===== src/dpsl_consts.vh =====
// constants of the debug port security lock
`ifndef DPSL_CONSTS_VH
`define DPSL_CONSTS_VH

`define DPSL_WORD_W 32
`define DPSL_CNT_W 6
`define DPSL_VOTE_MIN 6'd28
`define DPSL_BLK_W 2
`define DPSL_NUM_BLK 4
`define DPSL_LVL_W 2
`define DPSL_PROT_W 8
`define DPSL_PROT_RST 8'h00
`define DPSL_WORD_RST 32'h0000_0000

// protection levels: at or above these a block operation is refused; full-device operations ignore them
`define DPSL_LVL_NONE 2'h0
`define DPSL_LVL_NO_WRITE 2'h1
`define DPSL_LVL_NO_READ 2'h2

// operation codes from the programming front end
`define DPSL_OP_W 3
`define DPSL_OP_FULL_ERASE 3'h0
`define DPSL_OP_FULL_PROG 3'h1
`define DPSL_OP_FULL_VERIFY 3'h2
`define DPSL_OP_BLK_ERASE 3'h3
`define DPSL_OP_BLK_PROG 3'h4
`define DPSL_OP_BLK_VERIFY 3'h5

// general-purpose pins taken by each debug and trace port
`define DPSL_PIN_W 4
`define DPSL_PINS_NONE 4'h0
`define DPSL_PINS_JTAG 4'h4
`define DPSL_PINS_JTAG_RST 4'h5
`define DPSL_PINS_SWD 4'h2
`define DPSL_PINS_SWV 4'h1
`define DPSL_PINS_TRACE 4'h5

`endif


===== src/dpsl_vote.v =====
// super-majority comparison of the latch cells against the key
`timescale 1ns/1ps
`include "dpsl_consts.vh"
module dpsl_vote #(
  parameter [`DPSL_WORD_W-1:0] KEY = 32'hA5C3_0F96
) (
  input wire [`DPSL_WORD_W-1:0] cells_i,
  output reg match_o
);
  integer i;
  reg [`DPSL_CNT_W-1:0] hits;
  always @* begin
    hits = {`DPSL_CNT_W{1'b0}};
    for (i = 0; i < `DPSL_WORD_W; i = i + 1) begin
      if (cells_i[i] == KEY[i]) begin
        hits = hits + 6'h01;
      end
    end
    // a few failed cells must not drop the lock
    match_o = (hits >= `DPSL_VOTE_MIN);
  end
endmodule


===== src/dpsl_top.v =====
// device security lock: latch, lock sampling, port and flash gating
`timescale 1ns/1ps
`include "dpsl_consts.vh"
module dpsl_top #(
  // arbitrary value; the real key is set at integration
  parameter [`DPSL_WORD_W-1:0] LOCK_KEY = 32'hA5C3_0F96
) (
  input wire sys_clk_i,
  input wire resetn_i,
  input wire [`DPSL_WORD_W-1:0] nvl_cells_i,
  input wire key_load_i,
  input wire [`DPSL_WORD_W-1:0] key_data_i,
  input wire key_commit_i,
  input wire swd_rd_i,
  input wire dbg_entry_i,
  input wire test_entry_i,
  input wire cfg_jtag_i,
  input wire cfg_jtag_rst_i,
  input wire cfg_swd_i,
  input wire cfg_swv_i,
  input wire cfg_trace_i,
  input wire prot_wr_i,
  input wire [`DPSL_BLK_W-1:0] prot_blk_i,
  input wire [`DPSL_LVL_W-1:0] prot_lvl_i,
  input wire op_req_i,
  input wire [`DPSL_OP_W-1:0] op_code_i,
  input wire [`DPSL_BLK_W-1:0] op_blk_i,
  output reg lock_o,
  output reg nvl_prog_o,
  output reg [`DPSL_WORD_W-1:0] nvl_prog_data_o,
  output reg key_refused_o,
  output reg swd_rd_valid_o,
  output reg [`DPSL_WORD_W-1:0] swd_rd_data_o,
  output reg dbg_mode_o,
  output reg test_mode_o,
  output reg jtag_en_o,
  output reg swd_en_o,
  output reg swv_en_o,
  output reg trace_en_o,
  output reg [`DPSL_PIN_W-1:0] dbg_pins_o,
  output reg [`DPSL_PROT_W-1:0] prot_o,
  output reg op_done_o,
  output reg op_ok_o
);

  reg lock_ff;
  reg [`DPSL_WORD_W-1:0] vol_ff;
  reg [`DPSL_PROT_W-1:0] prot_ff;
  reg [`DPSL_PROT_W-1:0] nxt_prot;
  reg nxt_op_ok;
  reg [`DPSL_PIN_W-1:0] nxt_pins;
  reg [`DPSL_LVL_W-1:0] blk_lvl;
  reg [`DPSL_LVL_W-1:0] cur_lvl;
  wire vote_match;
  wire prot_none;
  wire key_ok;
  integer b;

  dpsl_vote #(
    .KEY(LOCK_KEY)
  ) u_vote (
    .cells_i(nvl_cells_i),
    .match_o(vote_match)
  );

  assign prot_none = (prot_ff == `DPSL_PROT_RST);
  // key changes need an unlocked part with no protection set
  assign key_ok = !lock_ff && prot_none;

  // the lock samples the cells only while reset is held, so a key
  // committed now does not change the lock until the part is reset
  always @(posedge sys_clk_i) begin
    if (!resetn_i) begin
      lock_ff <= vote_match;
    end
  end

  always @(posedge sys_clk_i) begin
    if (!resetn_i) begin
      vol_ff <= `DPSL_WORD_RST;
      nvl_prog_o <= 1'b0;
      nvl_prog_data_o <= `DPSL_WORD_RST;
      key_refused_o <= 1'b0;
    end else begin
      nvl_prog_o <= 1'b0;
      key_refused_o <= 1'b0;
      if (key_load_i) begin
        if (key_ok) begin
          vol_ff <= key_data_i;
        end else begin
          key_refused_o <= 1'b1;
        end
      end else if (key_commit_i) begin
        if (key_ok) begin
          nvl_prog_o <= 1'b1;
          nvl_prog_data_o <= vol_ff;
        end else begin
          key_refused_o <= 1'b1;
        end
      end
    end
  end

  // readback stays open when locked so protected parts can be told
  always @(posedge sys_clk_i) begin
    if (!resetn_i) begin
      swd_rd_valid_o <= 1'b0;
      swd_rd_data_o <= `DPSL_WORD_RST;
    end else begin
      swd_rd_valid_o <= swd_rd_i;
      if (swd_rd_i) begin
        swd_rd_data_o <= nvl_cells_i;
      end
    end
  end

  // pin reservation per enabled port combination
  always @* begin
    nxt_pins = `DPSL_PINS_NONE;
    if (cfg_jtag_i) begin
      if (cfg_jtag_rst_i) begin
        nxt_pins = nxt_pins + `DPSL_PINS_JTAG_RST;
      end else begin
        nxt_pins = nxt_pins + `DPSL_PINS_JTAG;
      end
    end else if (cfg_swd_i) begin
      nxt_pins = nxt_pins + `DPSL_PINS_SWD;
      if (cfg_swv_i && !cfg_trace_i) begin
        nxt_pins = nxt_pins + `DPSL_PINS_SWV;
      end
    end else if (cfg_swv_i && !cfg_trace_i) begin
      nxt_pins = nxt_pins + `DPSL_PINS_SWV;
    end
    if (cfg_trace_i) begin
      nxt_pins = nxt_pins + `DPSL_PINS_TRACE;
    end
    if (lock_ff) begin
      nxt_pins = `DPSL_PINS_NONE;
    end
  end

  // enables follow the reset-time lock, never the live vote
  always @(posedge sys_clk_i) begin
    if (!resetn_i) begin
      jtag_en_o <= 1'b0;
      swd_en_o <= 1'b0;
      swv_en_o <= 1'b0;
      trace_en_o <= 1'b0;
      dbg_pins_o <= `DPSL_PINS_NONE;
      dbg_mode_o <= 1'b0;
      test_mode_o <= 1'b0;
      lock_o <= 1'b0;
    end else begin
      lock_o <= lock_ff;
      jtag_en_o <= cfg_jtag_i && !lock_ff;
      swd_en_o <= cfg_swd_i && !cfg_jtag_i && !lock_ff;
      swv_en_o <= cfg_swv_i && !cfg_trace_i && !lock_ff;
      trace_en_o <= cfg_trace_i && !lock_ff;
      dbg_pins_o <= nxt_pins;
      if (lock_ff) begin
        dbg_mode_o <= 1'b0;
        test_mode_o <= 1'b0;
      end else begin
        if (dbg_entry_i) begin
          dbg_mode_o <= 1'b1;
        end
        if (test_entry_i) begin
          test_mode_o <= 1'b1;
        end
      end
    end
  end

  // flash protection and programming operation permissions
  always @* begin
    nxt_prot = prot_ff;
    nxt_op_ok = 1'b0;
    blk_lvl = `DPSL_LVL_NONE;
    cur_lvl = `DPSL_LVL_NONE;
    for (b = 0; b < `DPSL_NUM_BLK; b = b + 1) begin
      if (op_blk_i == b[`DPSL_BLK_W-1:0]) begin
        blk_lvl = prot_ff[b*`DPSL_LVL_W +: `DPSL_LVL_W];
      end
      if (prot_blk_i == b[`DPSL_BLK_W-1:0]) begin
        cur_lvl = prot_ff[b*`DPSL_LVL_W +: `DPSL_LVL_W];
      end
    end
    if (op_req_i && !lock_ff) begin
      if (op_code_i == `DPSL_OP_FULL_ERASE) begin
        nxt_prot = `DPSL_PROT_RST;
        nxt_op_ok = 1'b1;
      end else if (op_code_i == `DPSL_OP_FULL_PROG) begin
        nxt_op_ok = 1'b1;
      end else if (op_code_i == `DPSL_OP_FULL_VERIFY) begin
        nxt_op_ok = 1'b1;
      end else if (op_code_i == `DPSL_OP_BLK_ERASE) begin
        nxt_op_ok = (blk_lvl < `DPSL_LVL_NO_WRITE);
      end else if (op_code_i == `DPSL_OP_BLK_PROG) begin
        nxt_op_ok = (blk_lvl < `DPSL_LVL_NO_WRITE);
      end else if (op_code_i == `DPSL_OP_BLK_VERIFY) begin
        nxt_op_ok = (blk_lvl < `DPSL_LVL_NO_READ);
      end
    end else if (prot_wr_i && !lock_ff && prot_lvl_i > cur_lvl) begin
      // a lower level is ignored, so protection only rises until a full erase or a reset clears it
      nxt_prot[prot_blk_i*`DPSL_LVL_W +: `DPSL_LVL_W] = prot_lvl_i;
    end
  end

  always @(posedge sys_clk_i) begin
    if (!resetn_i) begin
      prot_ff <= `DPSL_PROT_RST;
      prot_o <= `DPSL_PROT_RST;
      op_done_o <= 1'b0;
      op_ok_o <= 1'b0;
    end else begin
      prot_ff <= nxt_prot;
      prot_o <= nxt_prot;
      op_done_o <= op_req_i;
      op_ok_o <= nxt_op_ok;
    end
  end

endmodule


===== config.mk =====
export PLATFORM = sky130hd
export DESIGN_NAME = dpsl_top
export DESIGN_NICKNAME = d
export VERILOG_FILES = /design/src/dpsl_vote.v /design/src/dpsl_top.v
export VERILOG_INCLUDE_DIRS = /design/src
export SDC_FILE = /design/constraint.sdc
export NUM_CORES = 1
export LEC_CHECK = 0
export ABC_AREA = 1
export ABC_CLOCK_PERIOD_IN_PS = 38000
export BUFFER_PORTS_ARGS = -buffer_cell sky130_fd_sc_hd__buf_2
export CAP_MARGIN = 30
export CORE_ASPECT_RATIO = 1.5
export CORE_MARGIN = 8
export CORE_UTILIZATION = 52
export CTS_BUF_LIST = sky130_fd_sc_hd__clkbuf_8
export DETAILED_ROUTE_END_ITERATION = 8
export GPL_TIMING_DRIVEN = 0
export PLACE_DENSITY = 0.82
export SYNTH_ARGS = -nofsm -noshare
export SYNTH_HDL_FRONTEND = slang
export SYNTH_SLANG_ARGS = --single-unit

===== constraint.sdc =====
create_clock -name sys_clk_i -period 38 [get_ports sys_clk_i]
set_input_delay 1.9 -clock sys_clk_i [delete_from_list [all_inputs] [get_ports sys_clk_i]]
set_output_delay 1.9 -clock sys_clk_i [all_outputs]
set_load 0.02 [all_outputs]

==> results.sh, run 1 <==
export IMPL_cts_root_buffer="clkbuf_8"
export IMPL_slowest_stage="ha_1"
export IMPL_r2r_start="prot_ff[1]"
export IMPL_ys_flop_type="dfxtp_1"
export IMPL_avgSynthCellArea_um2=6.525
export IMPL_rsz0062_at_grt="false"
export IMPL_cts_buffers=17
export IMPL_grt_overflow_total=0
export IMPL_place_gp_congestion=0.8942
export IMPL_hp_class="reg -> reg"
export IMPL_place_hpwl_um=21810
export IMPL_cp_common_cell="nand2_1"
export IMPL_p_comb_frac=0.564
export IMPL_htree_levels=4
export IMPL_yosysMostFrequentCell="nand2_1"
export IMPL_min_period_ps=15180
export IMPL_crit_type="in -> reg"
export IMPL_die_area_mm2=0.02416
export IMPL_relSlewSlack=0.4571
export IMPL_final_period_utilization=0.3995
export IMPL_drc=0
export IMPL_cp_end_kind="flop"
export IMPL_synth_area_mm2=0.01007
export IMPL_synth_simple_area_share=0.4737
export IMPL_grt_antenna_before_repair=2
export IMPL_syn_nets=1671
export IMPL_fin_nets=1863
export IMPL_powerDensity_mw_per_mm2=53.48
export IMPL_p_int_mw=0.3229
export IMPL_critPathBufInv=12
export IMPL_peakVddDrop_v=0.00003214
export IMPL_stdcell_count=2005
export IMPL_vias=10590
export IMPL_dr_pass1_iters=8
export IMPL_tightest_slew_ps=807.0
export IMPL_outcome="finished, final reports clean"
export IMPL_synthAdderAreaFrac=0.05095
export IMPL_port_buffers=172
export IMPL_ant_nets=0
export IMPL_dp_cells=1972
export IMPL_cts_setup_buffers=0
export IMPL_clock_latency_ps=440
export IMPL_cp_top_family="simple AND/OR/NAND/NOR gates"
export IMPL_startpoint="nvl_cells_i[0]"
export IMPL_cap_violations=0
export IMPL_drt_iter0_markers=426
export IMPL_grt_pass1_vias=10470
export IMPL_crit_path_max_incr_delay_ps=330
export IMPL_worstPathRequired_ps=38200
export IMPL_arrival_ps=15380
export IMPL_routed_via_density=5.284
export IMPL_synth_top_area_frac=0.2386
export IMPL_setup_viol=0
export IMPL_place_ws_ps=22450
export IMPL_p_seq_frac=0.246
export IMPL_p_switching_mw=0.3003
export IMPL_synth_seq_cells=121
export IMPL_drive_gt1_frac=0.2712
export IMPL_p_leak_nw=6.231
export IMPL_worst_path_stages=98
export IMPL_fp_dieW_um=129.6
export IMPL_cts_tree="done"
export IMPL_swShare=0.4819
export IMPL_synth_common_cells="nand2_1 (315), inv_1 (233), nand3_1 (174)"
export IMPL_synth_compound_area_frac=0.1212
export IMPL_final_hold_viol_count=0
export IMPL_wire_per_inst_um=13.38
export IMPL_r2r_end="nvl_prog_data_o[22]"
export IMPL_yosysWarningCount=0
export IMPL_whs_ps=445.8
export IMPL_final_setup_tns_ps=0
export IMPL_synth_area_top_cells="dfxtp_1 (24%), nand2_1 (12%), inv_1 (8.7%)"
export IMPL_postSynthCellCount=1543
export IMPL_async_reset_ff_frac=0
export IMPL_routed_wl_um=26820
export IMPL_clockPowerShare=0.190
export IMPL_fp_row_count=62
export IMPL_critPathMaxFanout=4
export IMPL_drv_slew=0
export IMPL_final_core_util=0.6107
export IMPL_cts_hold_buffers=0
export IMPL_yosysUniqueCellTypes=41
export IMPL_max_clock_freq_mhz=65.87
export IMPL_setup_ws_ps=22820
export IMPL_cts_clk_slew_worst_paths_ps=80
export IMPL_cts_resized=0
export IMPL_synth_top_area_cell="dfxtp_1"
export IMPL_synth_xor_area_share=0.007829
export IMPL_cts_buffer_depth=2
export IMPL_grt_pass1_wl_um=45350
export IMPL_core_mm2=0.01908
export IMPL_clock_sinks=121
export IMPL_top_level_ports=175
export IMPL_reg2reg_slack_ps=35420
export IMPL_syn2layout_area_growth_pct=15.76
export IMPL_crit_path_end="lock_ff"
export IMPL_seq_area_frac_synth=0.2416
export IMPL_synth_area_mux_share=0
export IMPL_fin_skew_ps=8.950
export IMPL_synth_top_family_by_area="simple AND/OR/NAND/NOR gates"
export IMPL_reg2regPathDepth=8
export IMPL_worstSetupStartpointType="input port"
export IMPL_grt_total_usage=0.2245
export IMPL_synth_edf_count=1
export IMPL_die_y_um=186.4
export IMPL_start_util=0.5276
export IMPL_grt_max_degree=17
-- power by group through the flow --
stage                     logic (mW)  clock network, mW  registers, mW
after global placement         0.338                  0          0.156
after global routing           0.398              0.127          0.155
final                          0.351              0.119          0.153
after detailed placement       0.350                  0          0.156
after CTS                      0.353              0.122          0.153
after floorplan                0.267                  0          0.169
-- registers in the layout, summed over array words and instances (netlist names), 4 cells and up --
name and cells:
dbg_pins_o 4, nvl_prog_data_o 32, prot_ff 8, swd_rd_data_o 32, vol_ff 32
-- cell families (layout without fill, tap and decap cells) --
group,Yosys count,count (layout)
simple gates,860,860
buf+inv,281,486
compound gates,231,231
flops,121,121
fa+ha+maj,41,41
xor+xnor,9,9
other cells,0,1
-- area by class of cell --
class | count | area [um^2]
timing repair buffer | 173 | 865.8
clock buffer | 18 | 247.7
tap | 256 | 320.3
inverter | 245 | 919.6
antenna | 1 | 2.502
fill | 1794 | 7428
sequential | 121 | 2432
multi-input combinational | 1141 | 6581
buffer | 36 | 135.1
clock inverter | 14 | 150.1
-- placed cells by master, fill, tap and decap left out, types with 19 or more instances in the layout --
cell / n
nand3b_1: 19
inv_1: 234
buf_2: 173
clkbuf_1: 36
nand3_1: 174
nor2_1: 71
nand2_1: 315
nand2_2: 115
nand2_4: 24
o21ai_0: 82
nand3_2: 79
dfxtp_1: 120
ha_1: 41
a21oi_1: 116
-- stage by stage --
step	instance area (um^2)	power [mW]
2_1_floorplan	10070	0.4358
3_3_place_gp	11250	0.4936
3_5_place_dp	11250	0.5059
4_1_cts	11650	0.6278
5_1_grt	11650	0.6798
6_report	11650	0.6232
-- per-layer routing --
layer / track usage / wire (um) / vias to the layer above
met5: 0 / 0 / -
met4: 0.1000 / 960 / 0
met3: 0.04195 / 1448 / 72
met2: 0.4310 / 14390 / 266
met1: 0.2233 / 10020 / 4850
li1: - / - / 5406
-- worst min-delay path: cells and delay by family, from the launching register on --
kind,cells,cell delay [ps]
compound gates,1,50
flops,1,310
buf+inv,1,50
-- worst min-delay path by stage --
stage | from | end | slack (ps) | cells after the start
after CTS | nvl_prog_data_o[21] | nvl_prog_data_o[21] | 440 | 2
after global placement | nvl_prog_data_o[18] | nvl_prog_data_o[18] | 430 | 2
after floorplan | vol_ff[0] | vol_ff[0] | 440 | 2
after global routing | nvl_prog_data_o[8] | nvl_prog_data_o[8] | 460 | 2
after detailed placement | nvl_prog_data_o[21] | nvl_prog_data_o[21] | 430 | 2
final | nvl_prog_data_o[26] | nvl_prog_data_o[26] | 450 | 2
No activity file was read; power rests on OpenSTA's default activity.
==> inputs of run 2 (changes only) <==
--- a/config.mk
+++ b/config.mk
@@ -7,7 +7,7 @@
 export NUM_CORES = 1
 export LEC_CHECK = 0
 export ABC_AREA = 1
-export ABC_CLOCK_PERIOD_IN_PS = 38000
+export ABC_CLOCK_PERIOD_IN_PS = 14200
 export BUFFER_PORTS_ARGS = -buffer_cell sky130_fd_sc_hd__buf_2
 export CAP_MARGIN = 30
 export CORE_ASPECT_RATIO = 1.5
==> constraint.sdc (replaced) <==
create_clock -name sys_clk_i -period 14.2 [get_ports sys_clk_i]
set_input_delay 0.71 -clock sys_clk_i [delete_from_list [all_inputs] [get_ports sys_clk_i]]
set_output_delay 0.71 -clock sys_clk_i [all_outputs]
set_load 0.02 [all_outputs]
==> run 2 against run 1 <==
Compared with the run above:
- the run now ends with DRC left
- register-to-register slack lost 24000 ps
- via count grew 0.41%
- die area is the same
- utilization grew 0.71 points
- critical endpoint unchanged
- largest cell class unchanged
- largest power group unchanged
==> results.sh, run 2 (synthesis results as in run 1) <==
export IMPL_outcome="finished, violations left"
export IMPL_violations="DRC"
export IMPL_peakVddDrop_v=0.00008605
export IMPL_cap_violations=0
export IMPL_cts_buffer_depth=2
export IMPL_final_period_utilization=0.9398
export IMPL_place_hpwl_um=21810
export IMPL_syn2layout_area_growth_pct=17.10
export IMPL_final_setup_tns_ps=0
export IMPL_fin_skew_ps=9.413
export IMPL_worstPathRequired_ps=14400
export IMPL_fp_row_count=62
export IMPL_cts_hold_buffers=0
export IMPL_critPathMaxFanout=4
export IMPL_max_clock_freq_mhz=74.94
export IMPL_worstSetupStartpointType="input port"
export IMPL_slowest_stage="or2_2"
export IMPL_startpoint="nvl_cells_i[0]"
export IMPL_clockPowerShare=0.189
export IMPL_powerDensity_mw_per_mm2=143.1
export IMPL_grt_total_usage=0.2245
export IMPL_p_seq_frac=0.243
export IMPL_stdcell_count=2010
export IMPL_r2r_end="nvl_prog_data_o[22]"
export IMPL_layout_common_cells="nand2_1 (311), inv_1 (233), buf_2 (173), nand3_1 (170), dfxtp_1 (120)"
export IMPL_worstHoldStart="nvl_prog_data_o[26]"
export IMPL_min_period_ps=13340
export IMPL_mostFrequentLayoutCell="nand2_1"
export IMPL_grt_pass1_vias=10470
export IMPL_reg2regPathDepth=8
export IMPL_cts_buffers=17
export IMPL_routed_via_density=5.292
export IMPL_clock_sinks=121
export IMPL_cts_root_buffer="clkbuf_8"
export IMPL_p_total_mw=1.687
export IMPL_reg_top3="nvl_prog_data_o: 32 flops, swd_rd_data_o: 32 flops, vol_ff: 32 flops"
export IMPL_whs_ps=446.2
export IMPL_cts_tree="done"
export IMPL_setup_ws_ps=855.2
export IMPL_die_area_mm2=0.02416
export IMPL_routed_wl_um=27260
export IMPL_crit_type="in -> reg"
export IMPL_arrival_ps=13540
export IMPL_place_ws_ps=-158.0
export IMPL_final_area_mm2=0.01179
export IMPL_tightest_slew_ps=804.4
export IMPL_drv_slew=0
export IMPL_final_core_util=0.6178
export IMPL_p_switching_mw=0.8145
export IMPL_start_util=0.5276
export IMPL_cp_end_kind="flop"
export IMPL_vias=10640
export IMPL_place_gp_congestion=0.8942
export IMPL_grt_antenna_before_repair=2
export IMPL_drt_iter0_markers=450
export IMPL_p_int_mw=0.8729
export IMPL_top_level_ports=175
export IMPL_crit_path_max_incr_delay_ps=310
export IMPL_dp_cells=1972
export IMPL_cp_common_cell="nand2_1"
export IMPL_grt_pass1_wl_um=45350
export IMPL_port_buffers=172
export IMPL_clock_latency_ps=440
export IMPL_cts_clk_slew_worst_paths_ps=80
export IMPL_htree_levels=4
export IMPL_dpl_cell_area_mm2=0.01125
export IMPL_drive_gt1_frac=0.2847
export IMPL_setup_viol=0
export IMPL_dr_pass1_iters=9
export IMPL_wire_per_inst_um=13.56
export IMPL_die_y_um=186.4
export IMPL_swShare=0.4827
export IMPL_drc=1
export IMPL_relSlewSlack=0.4588
export IMPL_fp_dieW_um=129.6
export IMPL_fin_nets=1868
export IMPL_core_mm2=0.01908
export IMPL_r2r_start="prot_ff[1]"
export IMPL_p_comb_frac=0.568
export IMPL_grt_overflow_total=0
export IMPL_final_hold_viol_count=0
export IMPL_grt_max_degree=17
export IMPL_reg2reg_slack_ps=11600
export IMPL_hp_class="reg -> reg"
export IMPL_p_leak_nw=6.275
export IMPL_ant_nets=0
export IMPL_crit_path_end="lock_ff"
-- run 2: changes by cell type in the layout (fill, tap and decap cells not counted), sizes merged --
cell	change
buf	+5
-- run 2: final cells by class --
cell class              instances  area [um^2]
well taps                     256        320.3
multi-input cells            1141         6679
repair buffers                178        903.4
clock inverters                14        150.1
fillers                      1776         7293
flip-flops and latches        121         2432
plain buffers                  36        135.1
inverters                     245        919.6
diodes                          1        2.502
clock buffers                  18        247.7
-- run 2: power by group through the flow --
stage	clock (mW)	combinational (mW)	sequential, mW
4_1_cts	0.326	0.943	0.410
2_1_floorplan	0	0.715	0.451
3_5_place_dp	0	0.936	0.418
6_report	0.319	0.958	0.411
3_3_place_gp	0	0.905	0.416
5_1_grt	0.339	1.08	0.416
-- run 2: timing repair --
item                                    in CTS  in global routing
resized for setup                            0                 25
endpoints found under the setup margin       0                  1
setup buffers                                0                  5
-- run 2: worst max-delay path, delay by kind of cell --
family	cells	cell delay, ps
and+or+nand+nor	52	5780
adders and majority gates	15	3960
AOI/OAI and AO/OA	13	1700
xor gates and xnor gates	5	840
buffers and inverters	9	550
-- run 2: layer usage --
metal  vias up  global-route usage  part of all wire
met5         -                   0                 0
met4         0              0.1000             0.033
met3        61             0.04195             0.053
met2       278              0.4310              0.54
met1      4892              0.2233              0.37
li1       5406                   -                 -
-- run 2: worst min-delay path by stage --
stage,endpoint,slack [ps],depth (start not counted)
2_1_floorplan,vol_ff[0],440,2
3_3_place_gp,nvl_prog_data_o[18],430,2
3_5_place_dp,nvl_prog_data_o[21],430,2
4_1_cts,nvl_prog_data_o[21],440,2
5_1_grt,nvl_prog_data_o[8],460,2
6_report,nvl_prog_data_o[26],450,2
